--- src/core/cmr_pkg.sv ---
package cmr_pkg;
  // Device register port widths
  localparam int AW = 7;
  localparam int DW = 8;

  // Device register locations
  localparam logic [6:0] REG_PAGE     = 7'h00;
  localparam logic [6:0] REG_ADC_PATH = 7'h6B;
  localparam logic [6:0] REG_BYPASS   = 7'h6C;
  localparam logic [6:0] REG_DAC_TRIM = 7'h6D;
  localparam logic [6:0] REG_RSVD_LO  = 7'h6E;
  localparam logic [6:0] REG_RSVD_HI  = 7'h7F;

  // Field positions
  localparam int HPF_L_BIT     = 7;
  localparam int HPF_R_BIT     = 6;
  localparam int DECIM_HI      = 5;
  localparam int DECIM_LO      = 4;
  localparam int PROG_FILT_BIT = 3;
  localparam int HANG_DIS_BIT  = 2;
  localparam int HANG_STAT_BIT = 0;
  localparam int BYP_L2R_BIT   = 6;
  localparam int BYP_L1R_BIT   = 4;
  localparam int BYP_L2L_BIT   = 2;
  localparam int BYP_L1L_BIT   = 0;
  localparam int DAC_CUR_HI    = 7;
  localparam int DAC_CUR_LO    = 6;
  localparam int PAGE_BIT      = 0;

  // Writable bits per register, reset value
  localparam logic [7:0] ADC_PATH_WMASK = 8'hFC;
  localparam logic [7:0] BYPASS_WMASK   = 8'h55;
  localparam logic [7:0] DAC_TRIM_WMASK = 8'hC0;
  localparam logic [7:0] PAGE_WMASK     = 8'h01;
  localparam logic [7:0] BYTE_RST       = 8'h00;

  // Decimation source and DAC current codes
  localparam logic [1:0] DECIM_DMIC_BOTH = 2'h0;
  localparam logic [1:0] DECIM_DL_AR     = 2'h1;
  localparam logic [1:0] DECIM_AL_DR     = 2'h2;
  localparam logic [1:0] DECIM_AMIC_BOTH = 2'h3;
  localparam logic [1:0] DAC_CUR_50      = 2'h1;
  localparam logic [1:0] DAC_CUR_100     = 2'h3;

  // Controller APB map and fields
  localparam logic [7:0] APB_CMD      = 8'h00;
  localparam logic [7:0] APB_STAT     = 8'h04;
  localparam logic [7:0] APB_INT_STAT = 8'h08;
  localparam logic [7:0] APB_INT_MASK = 8'h0C;
  localparam int CMD_DATA_LO   = 8;
  localparam int CMD_WRITE_BIT = 16;
  localparam int STAT_BUSY_BIT = 0;
  localparam int STAT_PAGE_BIT = 1;
  localparam int STAT_DATA_LO  = 8;
  localparam int INT_DONE_BIT  = 0;
  localparam int INT_REF_BIT   = 1;
  localparam int INT_W         = 2;
endpackage

--- src/core/cmr_bus_if.sv ---
interface cmr_bus_if;
  import cmr_pkg::*;
  // Register access request from the controller
  logic          req;
  logic          we;
  logic [AW-1:0] addr;
  logic [DW-1:0] wdata;
  // Answer from the device
  logic [DW-1:0] rdata;
  logic          ack;

  modport dev  (input req, we, addr, wdata, output rdata, ack);
  modport host (output req, we, addr, wdata, input rdata, ack);
endinterface

--- src/core/cmr_device.sv ---
// Operation
// Left high-pass uses programmable coefficients when bit set
// Right high-pass uses programmable coefficients when bit set
// Decimation field picks digital or analog microphones
// Programmable filter attaches only with both DACs down
// Bus-condition bit enables or disables hang detection
// Hang status reads one, cleared by register read
// Right bypass bits switch inputs to right output
// Left bypass bits switch inputs to left output
// Host writes zero to odd bypass bits
// Host avoids two bypasses onto one output
// DAC current field: default, +50%, reserved, +100%
// Host writes zero to low DAC trim bits
// Locations 110 to 127 read zero, unwritten
// Page bit selects active page
// Page register at zero on both pages
// Host reads page back after writing it
// Host writes zero to other page bits
// New hang beats a clearing read
module cmr_device
  import cmr_pkg::*;
(
  // Clock, reset, enable
  input  wire logic CLOCK,
  input  wire logic RESETN,
  input  wire logic CE,
  // Register port
  cmr_bus_if.dev    BUS,
  // Status from the codec
  input  wire logic HPF_ENABLE,
  input  wire logic DACS_POWERED_DOWN,
  input  wire logic BUS_HANG,
  // Filter and source steering
  output logic      HPF_LEFT_PROG,
  output logic      HPF_RIGHT_PROG,
  output logic      LEFT_DMIC_SEL,
  output logic      RIGHT_DMIC_SEL,
  output logic      PROG_FILTER_ATTACH,
  // Hang detector
  output logic      HANG_DETECT_EN,
  output logic      BUS_ERROR_CLEAR,
  // Bypass switches
  output logic      SECOND_RIGHT_LINE_INPUT_SW,
  output logic      FIRST_RIGHT_LINE_INPUT_SW,
  output logic      SECOND_LEFT_LINE_INPUT_SW,
  output logic      FIRST_LEFT_LINE_INPUT_SW,
  // DAC reference current and page
  output logic      DAC_REF_BOOST50,
  output logic      DAC_REF_BOOST100,
  output logic      ACTIVE_PAGE
);

  localparam int NSYNC = 2;

  logic [NSYNC-1:0] sync_in;
  logic [NSYNC-1:0] sync1_r;
  logic [NSYNC-1:0] sync2_r;
  logic             dacs_down;
  logic             hang_seen;
  logic             page_r;
  logic [DW-1:0]    adc_path_r;
  logic [DW-1:0]    bypass_r;
  logic [DW-1:0]    dac_trim_r;
  logic             hang_stat_r;
  logic [DW-1:0]    rdata_r;
  logic [DW-1:0]    rd_nxt;
  logic             ack_r;
  logic             on_page0;
  logic             wr;
  logic             rd;
  logic             hang_evt;
  logic [1:0]       decim;
  logic [1:0]       dac_cur;

  assign sync_in   = {BUS_HANG, DACS_POWERED_DOWN};
  assign dacs_down = sync2_r[0];
  assign hang_seen = sync2_r[1];

  // Two-stage synchronisers for the DAC power-down and bus hang inputs
  generate
    for (genvar i = 0; i < NSYNC; i++)
    begin : g_sync
      always_ff @(posedge CLOCK or negedge RESETN)
      begin
        if (!RESETN)
        begin
          sync1_r[i] <= 1'b0;
          sync2_r[i] <= 1'b0;
        end
        else if (CE)
        begin
          sync1_r[i] <= sync_in[i];
          sync2_r[i] <= sync1_r[i];
        end
      end
    end
  endgenerate

  // Access decode; page register sits at zero on either page
  assign on_page0 = (page_r == 1'b0);
  assign wr       = BUS.req && BUS.we;
  assign rd       = BUS.req && !BUS.we;

  // Page select register
  always_ff @(posedge CLOCK or negedge RESETN)
  begin
    if (!RESETN)
      page_r <= 1'b0;
    else if (CE && wr && BUS.addr == REG_PAGE)
      page_r <= BUS.wdata[PAGE_BIT];
  end

  // Page 0 control registers; only defined bits are stored
  always_ff @(posedge CLOCK or negedge RESETN)
  begin
    if (!RESETN)
    begin
      adc_path_r <= BYTE_RST;
      bypass_r   <= BYTE_RST;
      dac_trim_r <= BYTE_RST;
    end
    else if (CE && wr && on_page0)
    begin
      unique case (BUS.addr)
        REG_ADC_PATH: adc_path_r <= BUS.wdata & ADC_PATH_WMASK;
        REG_BYPASS:   bypass_r   <= BUS.wdata & BYPASS_WMASK;
        REG_DAC_TRIM: dac_trim_r <= BUS.wdata & DAC_TRIM_WMASK;
        default:      ; // Reserved block and others ignore writes
      endcase
    end
  end

  // Hang seen while detection is on, rising edge only
  logic hang_d_r;
  always_ff @(posedge CLOCK or negedge RESETN)
  begin
    if (!RESETN)
      hang_d_r <= 1'b0;
    else if (CE)
      hang_d_r <= hang_seen;
  end
  assign hang_evt = hang_seen && !hang_d_r && !adc_path_r[HANG_DIS_BIT];

  // Sticky hang status; a new hang wins over a clearing read
  always_ff @(posedge CLOCK or negedge RESETN)
  begin
    if (!RESETN)
      hang_stat_r <= 1'b0;
    else if (CE)
    begin
      if (hang_evt)
        hang_stat_r <= 1'b1;
      else if (rd && on_page0 && BUS.addr == REG_ADC_PATH)
        hang_stat_r <= 1'b0;
    end
  end

  // Read mux; reserved block and page 1 locations read zero
  always_comb
  begin
    rd_nxt = BYTE_RST;
    if (BUS.addr == REG_PAGE)
      rd_nxt[PAGE_BIT] = page_r;
    else if (on_page0)
    begin
      unique case (BUS.addr)
        REG_ADC_PATH:
        begin
          rd_nxt = adc_path_r;
          rd_nxt[HANG_STAT_BIT] = hang_stat_r;
        end
        REG_BYPASS:   rd_nxt = bypass_r;
        REG_DAC_TRIM: rd_nxt = dac_trim_r;
        default:      rd_nxt = BYTE_RST;
      endcase
    end
  end

  // Answer one cycle after each request
  always_ff @(posedge CLOCK or negedge RESETN)
  begin
    if (!RESETN)
    begin
      rdata_r <= BYTE_RST;
      ack_r   <= 1'b0;
    end
    else if (CE)
    begin
      ack_r <= BUS.req;
      if (rd)
        rdata_r <= rd_nxt;
    end
  end

  assign BUS.rdata = rdata_r;
  assign BUS.ack   = ack_r;

  assign decim   = adc_path_r[DECIM_HI:DECIM_LO];
  assign dac_cur = dac_trim_r[DAC_CUR_HI:DAC_CUR_LO];

  // Registered steering outputs
  always_ff @(posedge CLOCK or negedge RESETN)
  begin
    if (!RESETN)
    begin
      HPF_LEFT_PROG              <= 1'b0;
      HPF_RIGHT_PROG             <= 1'b0;
      LEFT_DMIC_SEL              <= 1'b0;
      RIGHT_DMIC_SEL             <= 1'b0;
      PROG_FILTER_ATTACH         <= 1'b0;
      HANG_DETECT_EN             <= 1'b0;
      BUS_ERROR_CLEAR            <= 1'b0;
      SECOND_RIGHT_LINE_INPUT_SW <= 1'b0;
      FIRST_RIGHT_LINE_INPUT_SW  <= 1'b0;
      SECOND_LEFT_LINE_INPUT_SW  <= 1'b0;
      FIRST_LEFT_LINE_INPUT_SW   <= 1'b0;
      DAC_REF_BOOST50            <= 1'b0;
      DAC_REF_BOOST100           <= 1'b0;
      ACTIVE_PAGE                <= 1'b0;
    end
    else if (CE)
    begin
      HPF_LEFT_PROG  <= HPF_ENABLE && adc_path_r[HPF_L_BIT];
      HPF_RIGHT_PROG <= HPF_ENABLE && adc_path_r[HPF_R_BIT];
      LEFT_DMIC_SEL  <= (decim == DECIM_DMIC_BOTH)
                        || (decim == DECIM_DL_AR);
      RIGHT_DMIC_SEL <= (decim == DECIM_DMIC_BOTH)
                        || (decim == DECIM_AL_DR);
      PROG_FILTER_ATTACH <= adc_path_r[PROG_FILT_BIT] && dacs_down;
      HANG_DETECT_EN  <= !adc_path_r[HANG_DIS_BIT];
      BUS_ERROR_CLEAR <= hang_evt;
      SECOND_RIGHT_LINE_INPUT_SW <= bypass_r[BYP_L2R_BIT];
      FIRST_RIGHT_LINE_INPUT_SW  <= bypass_r[BYP_L1R_BIT];
      SECOND_LEFT_LINE_INPUT_SW  <= bypass_r[BYP_L2L_BIT];
      FIRST_LEFT_LINE_INPUT_SW   <= bypass_r[BYP_L1L_BIT];
      DAC_REF_BOOST50  <= (dac_cur == DAC_CUR_50);
      DAC_REF_BOOST100 <= (dac_cur == DAC_CUR_100);
      ACTIVE_PAGE      <= page_r;
    end
  end

endmodule

--- src/flat_wrapper.sv ---
// flat-port wrapper written by rule: the top's interface ports become plain ports
module cmr_device_flat import cmr_pkg::*;
  (CLOCK, RESETN, CE, HPF_ENABLE, DACS_POWERED_DOWN, BUS_HANG, HPF_LEFT_PROG, HPF_RIGHT_PROG, LEFT_DMIC_SEL, RIGHT_DMIC_SEL, PROG_FILTER_ATTACH, HANG_DETECT_EN, BUS_ERROR_CLEAR, SECOND_RIGHT_LINE_INPUT_SW, FIRST_RIGHT_LINE_INPUT_SW, SECOND_LEFT_LINE_INPUT_SW, FIRST_LEFT_LINE_INPUT_SW, DAC_REF_BOOST50, DAC_REF_BOOST100, ACTIVE_PAGE, BUS_req, BUS_we, BUS_addr, BUS_wdata, BUS_rdata, BUS_ack);
  cmr_bus_if BUS_i ();
  input  wire logic CLOCK;
  input  wire logic RESETN;
  input  wire logic CE;
  input  wire logic HPF_ENABLE;
  input  wire logic DACS_POWERED_DOWN;
  input  wire logic BUS_HANG;
  output logic HPF_LEFT_PROG;
  output logic HPF_RIGHT_PROG;
  output logic LEFT_DMIC_SEL;
  output logic RIGHT_DMIC_SEL;
  output logic PROG_FILTER_ATTACH;
  output logic HANG_DETECT_EN;
  output logic BUS_ERROR_CLEAR;
  output logic SECOND_RIGHT_LINE_INPUT_SW;
  output logic FIRST_RIGHT_LINE_INPUT_SW;
  output logic SECOND_LEFT_LINE_INPUT_SW;
  output logic FIRST_LEFT_LINE_INPUT_SW;
  output logic DAC_REF_BOOST50;
  output logic DAC_REF_BOOST100;
  output logic ACTIVE_PAGE;
  input wire logic [$bits(BUS_i.req)-1:0] BUS_req;
  input wire logic [$bits(BUS_i.we)-1:0] BUS_we;
  input wire logic [$bits(BUS_i.addr)-1:0] BUS_addr;
  input wire logic [$bits(BUS_i.wdata)-1:0] BUS_wdata;
  output wire logic [$bits(BUS_i.rdata)-1:0] BUS_rdata;
  output wire logic [$bits(BUS_i.ack)-1:0] BUS_ack;
  assign BUS_i.req = BUS_req;
  assign BUS_i.we = BUS_we;
  assign BUS_i.addr = BUS_addr;
  assign BUS_i.wdata = BUS_wdata;
  assign BUS_rdata = BUS_i.rdata;
  assign BUS_ack = BUS_i.ack;
  cmr_device u_core (.CLOCK(CLOCK), .RESETN(RESETN), .CE(CE), .BUS(BUS_i), .HPF_ENABLE(HPF_ENABLE), .DACS_POWERED_DOWN(DACS_POWERED_DOWN), .BUS_HANG(BUS_HANG), .HPF_LEFT_PROG(HPF_LEFT_PROG), .HPF_RIGHT_PROG(HPF_RIGHT_PROG), .LEFT_DMIC_SEL(LEFT_DMIC_SEL), .RIGHT_DMIC_SEL(RIGHT_DMIC_SEL), .PROG_FILTER_ATTACH(PROG_FILTER_ATTACH), .HANG_DETECT_EN(HANG_DETECT_EN), .BUS_ERROR_CLEAR(BUS_ERROR_CLEAR), .SECOND_RIGHT_LINE_INPUT_SW(SECOND_RIGHT_LINE_INPUT_SW), .FIRST_RIGHT_LINE_INPUT_SW(FIRST_RIGHT_LINE_INPUT_SW), .SECOND_LEFT_LINE_INPUT_SW(SECOND_LEFT_LINE_INPUT_SW), .FIRST_LEFT_LINE_INPUT_SW(FIRST_LEFT_LINE_INPUT_SW), .DAC_REF_BOOST50(DAC_REF_BOOST50), .DAC_REF_BOOST100(DAC_REF_BOOST100), .ACTIVE_PAGE(ACTIVE_PAGE));
endmodule
--- config.mk ---
export PLATFORM = sky130hd
export DESIGN_NAME = cmr_device_flat
export DESIGN_NICKNAME = d
export VERILOG_FILES = /design/src/core/cmr_pkg.sv /design/src/core/cmr_bus_if.sv /design/src/core/cmr_device.sv /design/src/flat_wrapper.sv
export SDC_FILE = /design/constraint.sdc
export NUM_CORES = 1
export LEC_CHECK = 0
export ABC_AREA = 1
export BUFFER_PORTS_ARGS = -buffer_cell sky130_fd_sc_hd__buf_2
export CORE_MARGIN = 8
export CORE_UTILIZATION = 47
export CTS_CLUSTER_DIAMETER = 50
export CTS_CLUSTER_SIZE = 30
export DETAILED_ROUTE_END_ITERATION = 12
export GPL_TIMING_DRIVEN = 0
export PLACE_DENSITY = 0.78
export SETUP_SLACK_MARGIN = 0.02
export SYNTH_ARGS = -nofsm -noshare
export SYNTH_HDL_FRONTEND = slang
export SYNTH_SLANG_ARGS = --single-unit
--- constraint.sdc ---
create_clock -name CLOCK -period 1 [get_ports CLOCK]
set_input_delay 0.05 -clock CLOCK [delete_from_list [all_inputs] [get_ports CLOCK]]
set_output_delay 0.05 -clock CLOCK [all_outputs]
set_load 0.05 [all_outputs]
# After elaboration in Yosys (flattened, before gate mapping)

Cells that the tools add are included.

Bits in registers: 42
Bits in latches: 0
Bits in writable memories: 0
ROM bits: 0
Bits of input ports: 23
Logic and storage cells: 65
Memories kept: 0

$add $sub $neg: 0
Multiply operators: 0
Divide/modulo/power cells: 0
$lt $le $gt $ge: 0
Equal/unequal tests: 7
Shift operators: 0
Muxes and demuxes: 6
Bitwise operators: 1
Reduce and logical (&&, ||, !) cells: 25

Operator list:

| operator           | count |
|---|---|
| $pmux 8 s3         | 1 |
| $eq 7x7->1 const B | 3 |
| $logic_and 1x1->1  | 12 |
| $reduce_and 2->1   | 5 |
| $mux 8             | 1 |
| $logic_not 7->1    | 1 |
| $mux 7             | 1 |
| $eq 2x1->1 const B | 2 |
| $eq 2x2->1 const B | 2 |
| $logic_not 1->1    | 3 |
| $mux 1             | 3 |
| $logic_not 2->1    | 1 |
| $logic_or 1x1->1   | 2 |
| $reduce_bool 2->1  | 1 |
| $not 1->1          | 1 |

# Depth between registers and ports, before layout

Gate-level depths: netlist (run 1).

Depth in word-level cells: 6
Depth in mapped cells: 7

# Least setup slack after synthesis (run 1)

OpenSTA, ideal clock, no wires.

Path kind: register to register
Start point: reg u_core.page_r
End point: reg u_core.adc_path_r[6]
Arrival time: 0.949 ns
Slack: -0.068 ns
Cell stages (with the launch flop): 6
Period minus slack after synthesis: 1.068 ns
Cells stage by stage: dfrtp_1 -> inv_2 -> nand4_2 -> buf_6 -> nand2_1 -> o21ai_2

Longest elaborated chain between the ends: 3

Ends and longest elaborated chain:

| item                              | line              | RTL |
|---|---|---|
| start: declaration                | cmr_device.sv:60  | `logic page_r;` |
| start signal: assignment          | cmr_device.sv:110 | `page_r <= BUS.wdata[PAGE_BIT];` |
| $not 1->1                         | cmr_device.sv:100 | `assign on_page0 = (page_r == 1'b0);` |
| $logic_and 1x1->1                 | cmr_device.sv:122 | `else if (CE && wr && on_page0)` |
| $reduce_and 2->1 (no source line) | n/a               |  |
| end signal: assignment            | cmr_device.sv:125 | `REG_ADC_PATH: adc_path_r <= BUS.wdata & ADC_PATH_WMASK;` |
| end: declaration                  | cmr_device.sv:61  | `logic [DW-1:0] adc_path_r;` |

No other way between the ends.
A chain may end at the register's enable or synchronous reset.

# Worst setup path after layout (run 1)

Same ends and word-level chain as after synthesis.

==> run metrics, run 1 <==
n_diodes 0; Mapped Area 1880 µm²; post-route minimum period 1.05 ns; maxcap violations 0; Setup violations, final 5; drt first pass iters 4; Peak Freq 955 MHz; layout cell share with drive strength beyond 1 34.0%; Detailed Place HPWL around 3100 µm; failing checks hold timing, setup timing; DRC 0; # H-tree levels 2; vias in the first global route 1621; Chip Height 79.3 µm; total number of clock tree sinks 41; clock root cell clkbuf_8; drt total wl roughly 4300 µm; Reg clk slew, reported paths about 0.070 ns; Yosys reg bits 41; yosys warns 0; top sig layer met4; WS Path Type flop to flop; worst-path cell chain inv_4, nand4_4, buf_8, nand2_2, o21ai_2; Min Hold Slack -0.116 ns; most common cell after layout, fill and taps aside nand2_1; Initial Util between 40% and 50%; Critical Path Source Type flop; first-pass GRT wire length 7310 µm; RePlAce Congestion 0.829; Worst path slowest cell dfrtp_1; Slew Viols, Final 0; Power Dens Cells 1400 nW/µm²; WL met2 between 2000 and 2500 µm; Worst path depth 5; Ports 46; met3 WL around 270 µm; pin count of the biggest net entering global routing 42; Crit Path Max Fanout 5; DIE WIDTH 79.3 µm; clock skew about 0.0043 ns; DIE AREA 6280 µm²; synthesized net count 234; final cell count without fillers 318; Netlist cell types 24; worst-skew pair later-pin latency around 0.29 ns; register area share after synthesis 54.6%; initial DRC count 93; met1 WL 1870 µm; final hold violations between 40 and 50; wire per inst about 14 µm; Max stage delay on crit path slightly above 0.4 ns; hold buffer count at cts 3; Worst setup EP type flop; crit path buf inv count 2; final instance area between 2000 and 2500 µm²; Final period util 105%; setup ws final -0.0470 ns; Max Buffers Root-to-Sink 2; DP Cell Count 303; Worst-Margin Slew 0.898 ns; leakage 1.27 nW; number of buffers inserted by port buffering 42; Power, Total about 0.0034 W; Crit path max-delay family flip-flops; Worst Hold Class input pin to async pin; most frequent cells in the layout nand2_1 (65), dfrtp_1 (41), buf_2 (26); Layout area overhead 28.1%; RSZ-0062 raised after global routing yes; Final nets 291; Vias 1554; Core Region 3910 µm²; Worst slew margin roughly two fifths; R2R depth 5; Total GRT Usage 14.8%; # rows 23; syn avg cell area 8.91 µm²; DP Area 2160 µm²; ANT nets after route 0; CTS tree yes; status finished with violations; Mapped Cells 211; Worst Path Arrival 1.23 ns; cts bufs inserted 5; GRT overflow 0; CP required around 1.2 ns; initial antenna violation count 0; worst vdd ir between 0.7 and 0.8 mV; Avg Vias per Cell 4.89
report_power, final:
group | internal [W] | switching, W
sequential | 0.00174 | 0.0000472
combinational | 0.000155 | 0.000353
clock | 0.000548 | 0.000537
cells in the mapped netlist:
library cell,number,share of area (%)
dfrtp_1,41,55
nor3_1,1,0.27
o21ai_1,4,1.1
inv_1,17,3.4
nand4_2,1,0.67
nand2_4,2,1.2
nor2_1,11,2.2
buf_2,2,0.53
inv_2,3,0.60
nor2_2,1,0.33
nand2_2,2,0.67
conb_1,1,0.20
buf_4,3,1.2
nor2_8,2,2.1
buf_6,1,0.60
nand3_1,19,5.1
nand4_1,1,0.33
a21oi_2,4,1.9
o21ai_2,6,2.8
a21oi_1,3,0.80
o21ai_0,12,3.2
nor2_4,4,2.4
nand2_1,69,14
clkbuf_1,1,0.20
state kept, by name, indices dropped and copies added (netlist names), 2 cells and up:
register	cells
u_core.BUS.rdata	7
u_core.adc_path_r	6
u_core.bypass_r	4
u_core.dac_trim_r	2
u_core.sync1_r	2
final timing paths:
kind	slack, ns	startpoint	endpoint
hold / removal	-0.12	RESETN	u_core.sync1_r[0]$_DFFE_PN0P_
setup reg to reg	-0.05	u_core.page_r$_DFFE_PN0P_	u_core.adc_path_r[6]$_DFFE_PN0P_
setup / recovery	-0.05	u_core.page_r$_DFFE_PN0P_	u_core.adc_path_r[6]$_DFFE_PN0P_
max in group asynchronous	0.56	RESETN	u_core.ACTIVE_PAGE$_DFFE_PN0P_
min in group CLOCK	0	BUS_wdata[5]	u_core.adc_path_r[5]$_DFFE_PN0P_
hold reg to reg	0.46	u_core.dac_trim_r[7]$_DFFE_PN0P_	u_core.DAC_REF_BOOST50$_DFFE_PN0P_
stage by stage:
| step | TNS (ns) | setup WS, ns | util (%) |
|---|---|---|---|
| after floorplan | 0 | 0.00339 | - |
| after global placement | -0.673 | -0.0913 | 55.3 |
| after detailed placement | -0.886 | -0.108 | 55.3 |
| after CTS | -0.111 | -0.0194 | 59.0 |
| after global routing | -0.702 | -0.0937 | 61.6 |
| final | -0.165 | -0.0470 | 61.6 |
layout make-up:
class                      count  area (µm²)
clock buffer                   7        86.3
sequential                    41        1030
multi-input combinational    143         766
buffer                         7        51.3
fill                         362        1500
tap                           50        62.6
timing repair buffer          50         340
inverter                      20        77.6
timing repair:
item | in CTS | in global routing
endpoints found under the hold margin | 44 | 41
endpoints found under the setup margin | 13 | 32
gates cloned | 0 | 1
pin swaps | 2 | 3
buffers inserted | 3 | 1
resized for setup | 2 | 26
kinds of logic after synthesis:
logic type      share of synthesized area, %
flops                                   54.6
other cells                            0.199
simple gates                            29.0
buf+inv                                 6.52
compound gates                          9.71
layer usage:
layer  vias to the layer above  global-route usage, %
met3                         6                   5.98
li1                        778                      -
met4                         0                   5.56
met2                        36                   24.5
met5                         -                      0
met1                       734                   16.8
Note: power is estimated with default switching activity, not from simulation.
==> run 2: changes to the inputs <==
- CORE_MARGIN: 8 -> 1
- CORE_UTILIZATION: 47 -> 48
- PLACE_DENSITY: 0.78 -> 0.77
- TNS_END_PERCENT: not set -> 10
- clock period: 1 -> 1.1 ns (I/O delays scaled with it)
==> run 2 against run 1 <==
The run now ends clean. Cell count is 0.63% lower. First-iteration DRC count is 34% lower. Sequential power is 9% lower. Routed wire length is 9.0% lower. Clock skew is 0.0011 ns higher. Hold slack better by 0.14 ns. Clock-buffer cell count stayed put. Register-to-register slack better by 0.08 ns. Via count is 3.2% lower. Flip-flop and latch count stayed put. Final area is 3.6% lower. Non-clock buffer count stayed put. Largest cell class unchanged. Largest power group unchanged. Highest routed layer unchanged.
==> run metrics, run 2 (synthesized netlist as in run 1, its figures left out) <==
initial DRC count 61; CP required ~1.3 ns; final instance area 2320 µm²; Final nets 291; status finished clean; combinational share of power 14.6%; Final period util between 90 and 100%; RSZ-0062 raised after global routing yes; crit path buf inv count 2; Power, Total slightly above 0.003 W; DIE AREA around 4200 µm²; Worst-Margin Slew approximately 0.53 ns; most frequent cells in the layout nand2_1 (69), buf_2 (43), dfrtp_1 (41); clock share of power 32.4%; Layout area overhead 23.6%; clock root cell clkbuf_8; GRT overflow 0; Place WS -0.131 ns; Flop pwr share 53.0%; Vias about 1500; wire per inst 12.4 µm; RePlAce Congestion between 0.7 and 0.8; Detailed Place HPWL around 2800 µm; Worst path slowest cell dfrtp_1; # H-tree levels 2; Initial Util 50.6%; final hold violations 0; Slew Viols, Final 0; Avg Vias per Cell 4.76; Reg clk slew, reported paths 0.07 ns; total number of clock tree sinks a little over 40; final cell count without fillers roughly 320; post-route minimum period 1.07 ns; number of buffers inserted by port buffering 42; Max stage delay on crit path 0.41 ns; maxcap violations 0; Worst Hold Class input pin to flop; initial antenna violation count 0; drt first pass iters 4; DRC 0; max FFs per register 7; Worst slew margin 64.4%; Critical Path Source Type flop; Switching Share 27.8%; setup ws final 0.0346 ns; CTS tree yes; internal power around 0.0022 W; Chip Height about 65 µm; Ports 46; DP Cell Count 301; Power Dens Cells 1310 nW/µm²; Peak Freq 939 MHz; Worst Path Arrival 1.25 ns; layout cell share with drive strength beyond 1 30.6%; Core Region 3720 µm²; pin count of the biggest net entering global routing between 40 and 50; Crit path max-delay family flip-flops; most common cell after layout, fill and taps aside nand2_1; Worst setup EP type flop; Total GRT Usage roughly 22%; # rows 22; Setup violations, final 0; drt total wl 3920 µm; vias in the first global route 1458; first-pass GRT wire length roughly 7000 µm; leakage 1.27 nW; Crit Path Max Fanout 5; Min Hold Slack approximately 0.022 ns; clock skew 0.00536 ns; WS Path Type flop to flop; Max Buffers Root-to-Sink 2; n_diodes 0; Net Switching ~0.00085 W; worst-path cell chain inv_4, nand4_4, buf_6, nand2_1, o21ai_2; worst-skew pair later-pin latency 0.29 ns; DP Area about 2200 µm²; cts bufs inserted 5; worst vdd ir 0.764 mV; ANT nets after route 0; DIE WIDTH around 65 µm
[run 2: final timing paths]
kind | depth (start not counted) | slack, ns | end | startpoint
max reg2reg | 5 | 0.03 | u_core.adc_path_r[3]$_DFFE_PN0P_ | u_core.page_r$_DFFE_PN0P_
max in group asynchronous | 2 | 0.44 | u_core.adc_path_r[2]$_DFFE_PN0P_ | RESETN
max | 5 | 0.03 | u_core.adc_path_r[3]$_DFFE_PN0P_ | u_core.page_r$_DFFE_PN0P_
min | 3 | 0.02 | u_core.HPF_LEFT_PROG$_DFFE_PN0P_ | HPF_ENABLE
min reg2reg | 1 | 0.46 | u_core.DAC_REF_BOOST50$_DFFE_PN0P_ | u_core.dac_trim_r[7]$_DFFE_PN0P_
min in group asynchronous | 2 | 0.30 | u_core.sync1_r[0]$_DFFE_PN0P_ | RESETN
[run 2: worst min-delay path, stage by stage]
cell	delay (ns)
buf_2	0.10
nand3_1	0.08
nand2_1	0.06
[run 2: per-stage QoR]
stage          util, %  TNS, ns
2_1_floorplan        -        0
3_3_place_gp      57.9   -0.703
3_5_place_dp      57.9   -0.821
4_1_cts           62.5        0
5_1_grt           62.5        0
6_report          62.5        0
[run 2: layout make-up]
| cell class | instances | area [µm²] |
|---|---|---|
| inverters | 20 | 77.6 |
| flip-flops and latches | 41 | 1030 |
| plain buffers | 7 | 47.5 |
| repair buffers | 50 | 285 |
| multi-input cells | 143 | 741 |
| fillers | 337 | 1390 |
| clock buffers | 7 | 86.3 |
| well taps | 48 | 60.1 |
[run 2: power by group through the flow]
stage,Combinational (W),Clock [W],Sequential [W]
6_report,0.000444,0.000989,0.00162
5_1_grt,0.000487,0.00109,0.00162
3_3_place_gp,0.000421,0,0.00164
4_1_cts,0.000448,0.00101,0.00162
2_1_floorplan,0.000161,0,0.00176
3_5_place_dp,0.000428,0,0.00165
[run 2: layer usage]
| layer | part of all wire [%] | GRT usage [%] |
|---|---|---|
| met1 | 47 | 30.0 |
| met2 | 45 | 32.0 |
| met3 | 4.3 | 6.34 |
| met4 | 3.6 | 11.1 |
| met5 | 0 | 0 |
[run 2: what timing repair did]
action,in CTS,in global routing
endpoints found under the hold margin,46,0
buffers inserted,2,0
resized for setup,3,1
gates cloned,1,0
hold buffers,5,0
setup endpoints to repair,12,45
==> run 3: changes to the inputs <==
- CELL_PAD_IN_SITES_DETAIL_PLACEMENT: not set -> 1
- CELL_PAD_IN_SITES_GLOBAL_PLACEMENT: not set -> 1
- CORE_UTILIZATION: 48 -> 39
- CTS_CLUSTER_DIAMETER: 50 -> 80
- PLACE_DENSITY: 0.77 -> 0.82
==> run 3 against run 2 <==
Via count increased by 4.5%. Clock-buffer cell count is the same. Clock power up 27%. Sequential power is essentially flat. Setup slack worse by 0.0043 ns. Core utilization decreased by 10 points. Routed wire length up 15%. Flip-flop and latch count unchanged. Critical endpoint is now u_core.adc_path_r[6]$_DFFE_PN0P_. Register-to-register slack is essentially flat. Hold slack got worse by 0.011 ns. Cell count up 1.3%.
==> run metrics, run 3 (synthesized netlist as in run 1, its figures left out) <==
RSZ-0062 raised after global routing yes; vias in the first global route 1633; initial DRC count 73; Final nets 290; Ports 46; status finished clean; Chip Height 71.4 µm; wire per inst 14.1 µm; maxcap violations 0; DIE AREA about 5000 µm²; Worst setup EP type flop; Max stage delay on crit path 0.42 ns; Slew Viols, Final 0; GRT overflow 0; crit path buf inv count 2; CTS tree yes; first-pass GRT wire length roughly 7600 µm; final hold violations 0; Setup violations, final 0; worst vdd ir 1.18 mV; Worst Hold Class input pin to flop; Initial Util 41.8%; # H-tree levels 2; Total GRT Usage 19.4%; max FFs per register 7; drt total wl 4500 µm; clock root cell clkbuf_8; Crit path max-delay family flip-flops; Crit Path Max Fanout 5; number of buffers inserted by port buffering 42; DIE WIDTH 71.4 µm; final cell count without fillers 320; Worst path slowest cell dfrtp_1; Power, Total roughly 0.0033 W; Min Hold Slack 0.0103 ns; Worst Path Arrival between 1 and 1.5 ns; Worst-Margin Slew 0.565 ns; Core Region approximately 4500 µm²; Reg clk slew, reported paths 0.08 ns; Vias around 1600; CP required 1.28 ns; initial antenna violation count 0; Peak Freq 935 MHz; ANT nets after route 0; DP Cell Count 305; Power Dens Cells 1420 nW/µm²; RePlAce Congestion 0.743; pin count of the biggest net entering global routing 42; Final period util 97.2%; Layout area overhead 24.9%; Avg Vias per Cell slightly below 5; WS Path Type flop to flop; leakage ~1.3 nW; Max Buffers Root-to-Sink 2; total number of clock tree sinks 41; most frequent cells in the layout nand2_1 (69), buf_2 (43), dfrtp_1 (41); Worst slew margin around 62%; most common cell after layout, fill and taps aside nand2_1; worst-skew pair later-pin latency 0.30 ns; layout cell share with drive strength beyond 1 31.0%; drt first pass iters 2; clock skew 0.00886 ns; Detailed Place HPWL ~3200 µm; n_diodes 0; worst-path cell chain inv_4, nand4_4, buf_6, nand2_1, o21ai_2; # rows 24; cts bufs inserted 5; DRC 0; post-route minimum period roughly 1.1 ns; Critical Path Source Type flop
==> run 3: changes by cell type in the layout (fill, tap and decap cells not counted), sizes merged <==
cell         before  now
bufinv            0    1
dlygate4sd3       5    4
==> run 3: worst paths after layout <==
| kind | from | endpoint | slack, ns | cells past startpoint |
|---|---|---|---|---|
| worst max-delay path | u_core.page_r$_DFFE_PN0P_ | u_core.adc_path_r[6]$_DFFE_PN0P_ | 0.03 | 5 |
| worst min-delay path | BUS_wdata[5] | u_core.adc_path_r[5]$_DFFE_PN0P_ | 0.01 | 3 |
| worst max register to register | u_core.page_r$_DFFE_PN0P_ | u_core.adc_path_r[6]$_DFFE_PN0P_ | 0.03 | 5 |
| worst min register to register | u_core.BUS.ack$_DFFE_PN0P_ | u_core.BUS.ack$_DFFE_PN0P_ | 0.47 | 2 |
| max in group asynchronous | RESETN | u_core.RIGHT_DMIC_SEL$_DFFE_PN0P_ | 0.40 | 2 |
| min in group asynchronous | RESETN | u_core.adc_path_r[3]$_DFFE_PN0P_ | 0.32 | 2 |
==> run 3: per-layer routing <==
| metal | global-route usage (%) | up-vias | part of all wire (%) |
|---|---|---|---|
| li1 | - | 777 | - |
| met1 | 25.7 | 754 | 46 |
| met2 | 32.7 | 34 | 50 |
| met3 | 3.80 | 7 | 3.3 |
| met4 | 5.33 | 0 | 1.3 |
| met5 | 0 | - | 0 |
==> run 3: stage by stage <==
stage / setup WS [ns] / utilization [%] / setup TNS [ns] / instance area (µm²)
after global routing: -0.00347 / 52.1 / -0.00625 / 2350
after detailed placement: -0.123 / 47.9 / -0.585 / 2160
after global placement: -0.113 / 47.9 / -0.546 / 2160
after CTS: 0.0284 / 52.0 / 0 / 2340
after floorplan: 0.0320 / - / 0 / 1880
final: 0.0304 / 52.1 / 0 / 2350
==> run 3: area by class of cell <==
class	count	area, µm²
repair buffers	49	275
clock inverters	1	30.0
multi-input cells	143	741
fillers	540	2160
well taps	52	65.1
flip-flops and latches	41	1030
clock buffers	7	86.3
plain buffers	7	47.5
inverters	20	77.6
==> run 3: worst reg2reg max path, stage by stage (launching register included) <==
cell and delay (ns):
dfrtp_1 0.42, inv_4 0.09, nand4_4 0.14, buf_6 0.17
nand2_1 0.08, o21ai_2 0.05
==> run 3: repair_timing <==
item | in CTS | in global routing
hold buffers | 4 | 0
buffers inserted | 2 | 0
gates cloned | 1 | 0
resized for setup | 2 | 3
pin swaps | 0 | 1
setup endpoints to repair | 12 | 49
hold endpoints to repair | 44 | 0
==> run 3: power by group <==
group | leakage (nW) | internal [W] | switching (W)
sequential | 0.538 | 0.00158 | 0.0000428
clock | 0.0585 | 0.000740 | 0.000521
combinational | 0.684 | 0.000124 | 0.000324
total | 1.28 | 0.00244 | 0.000888
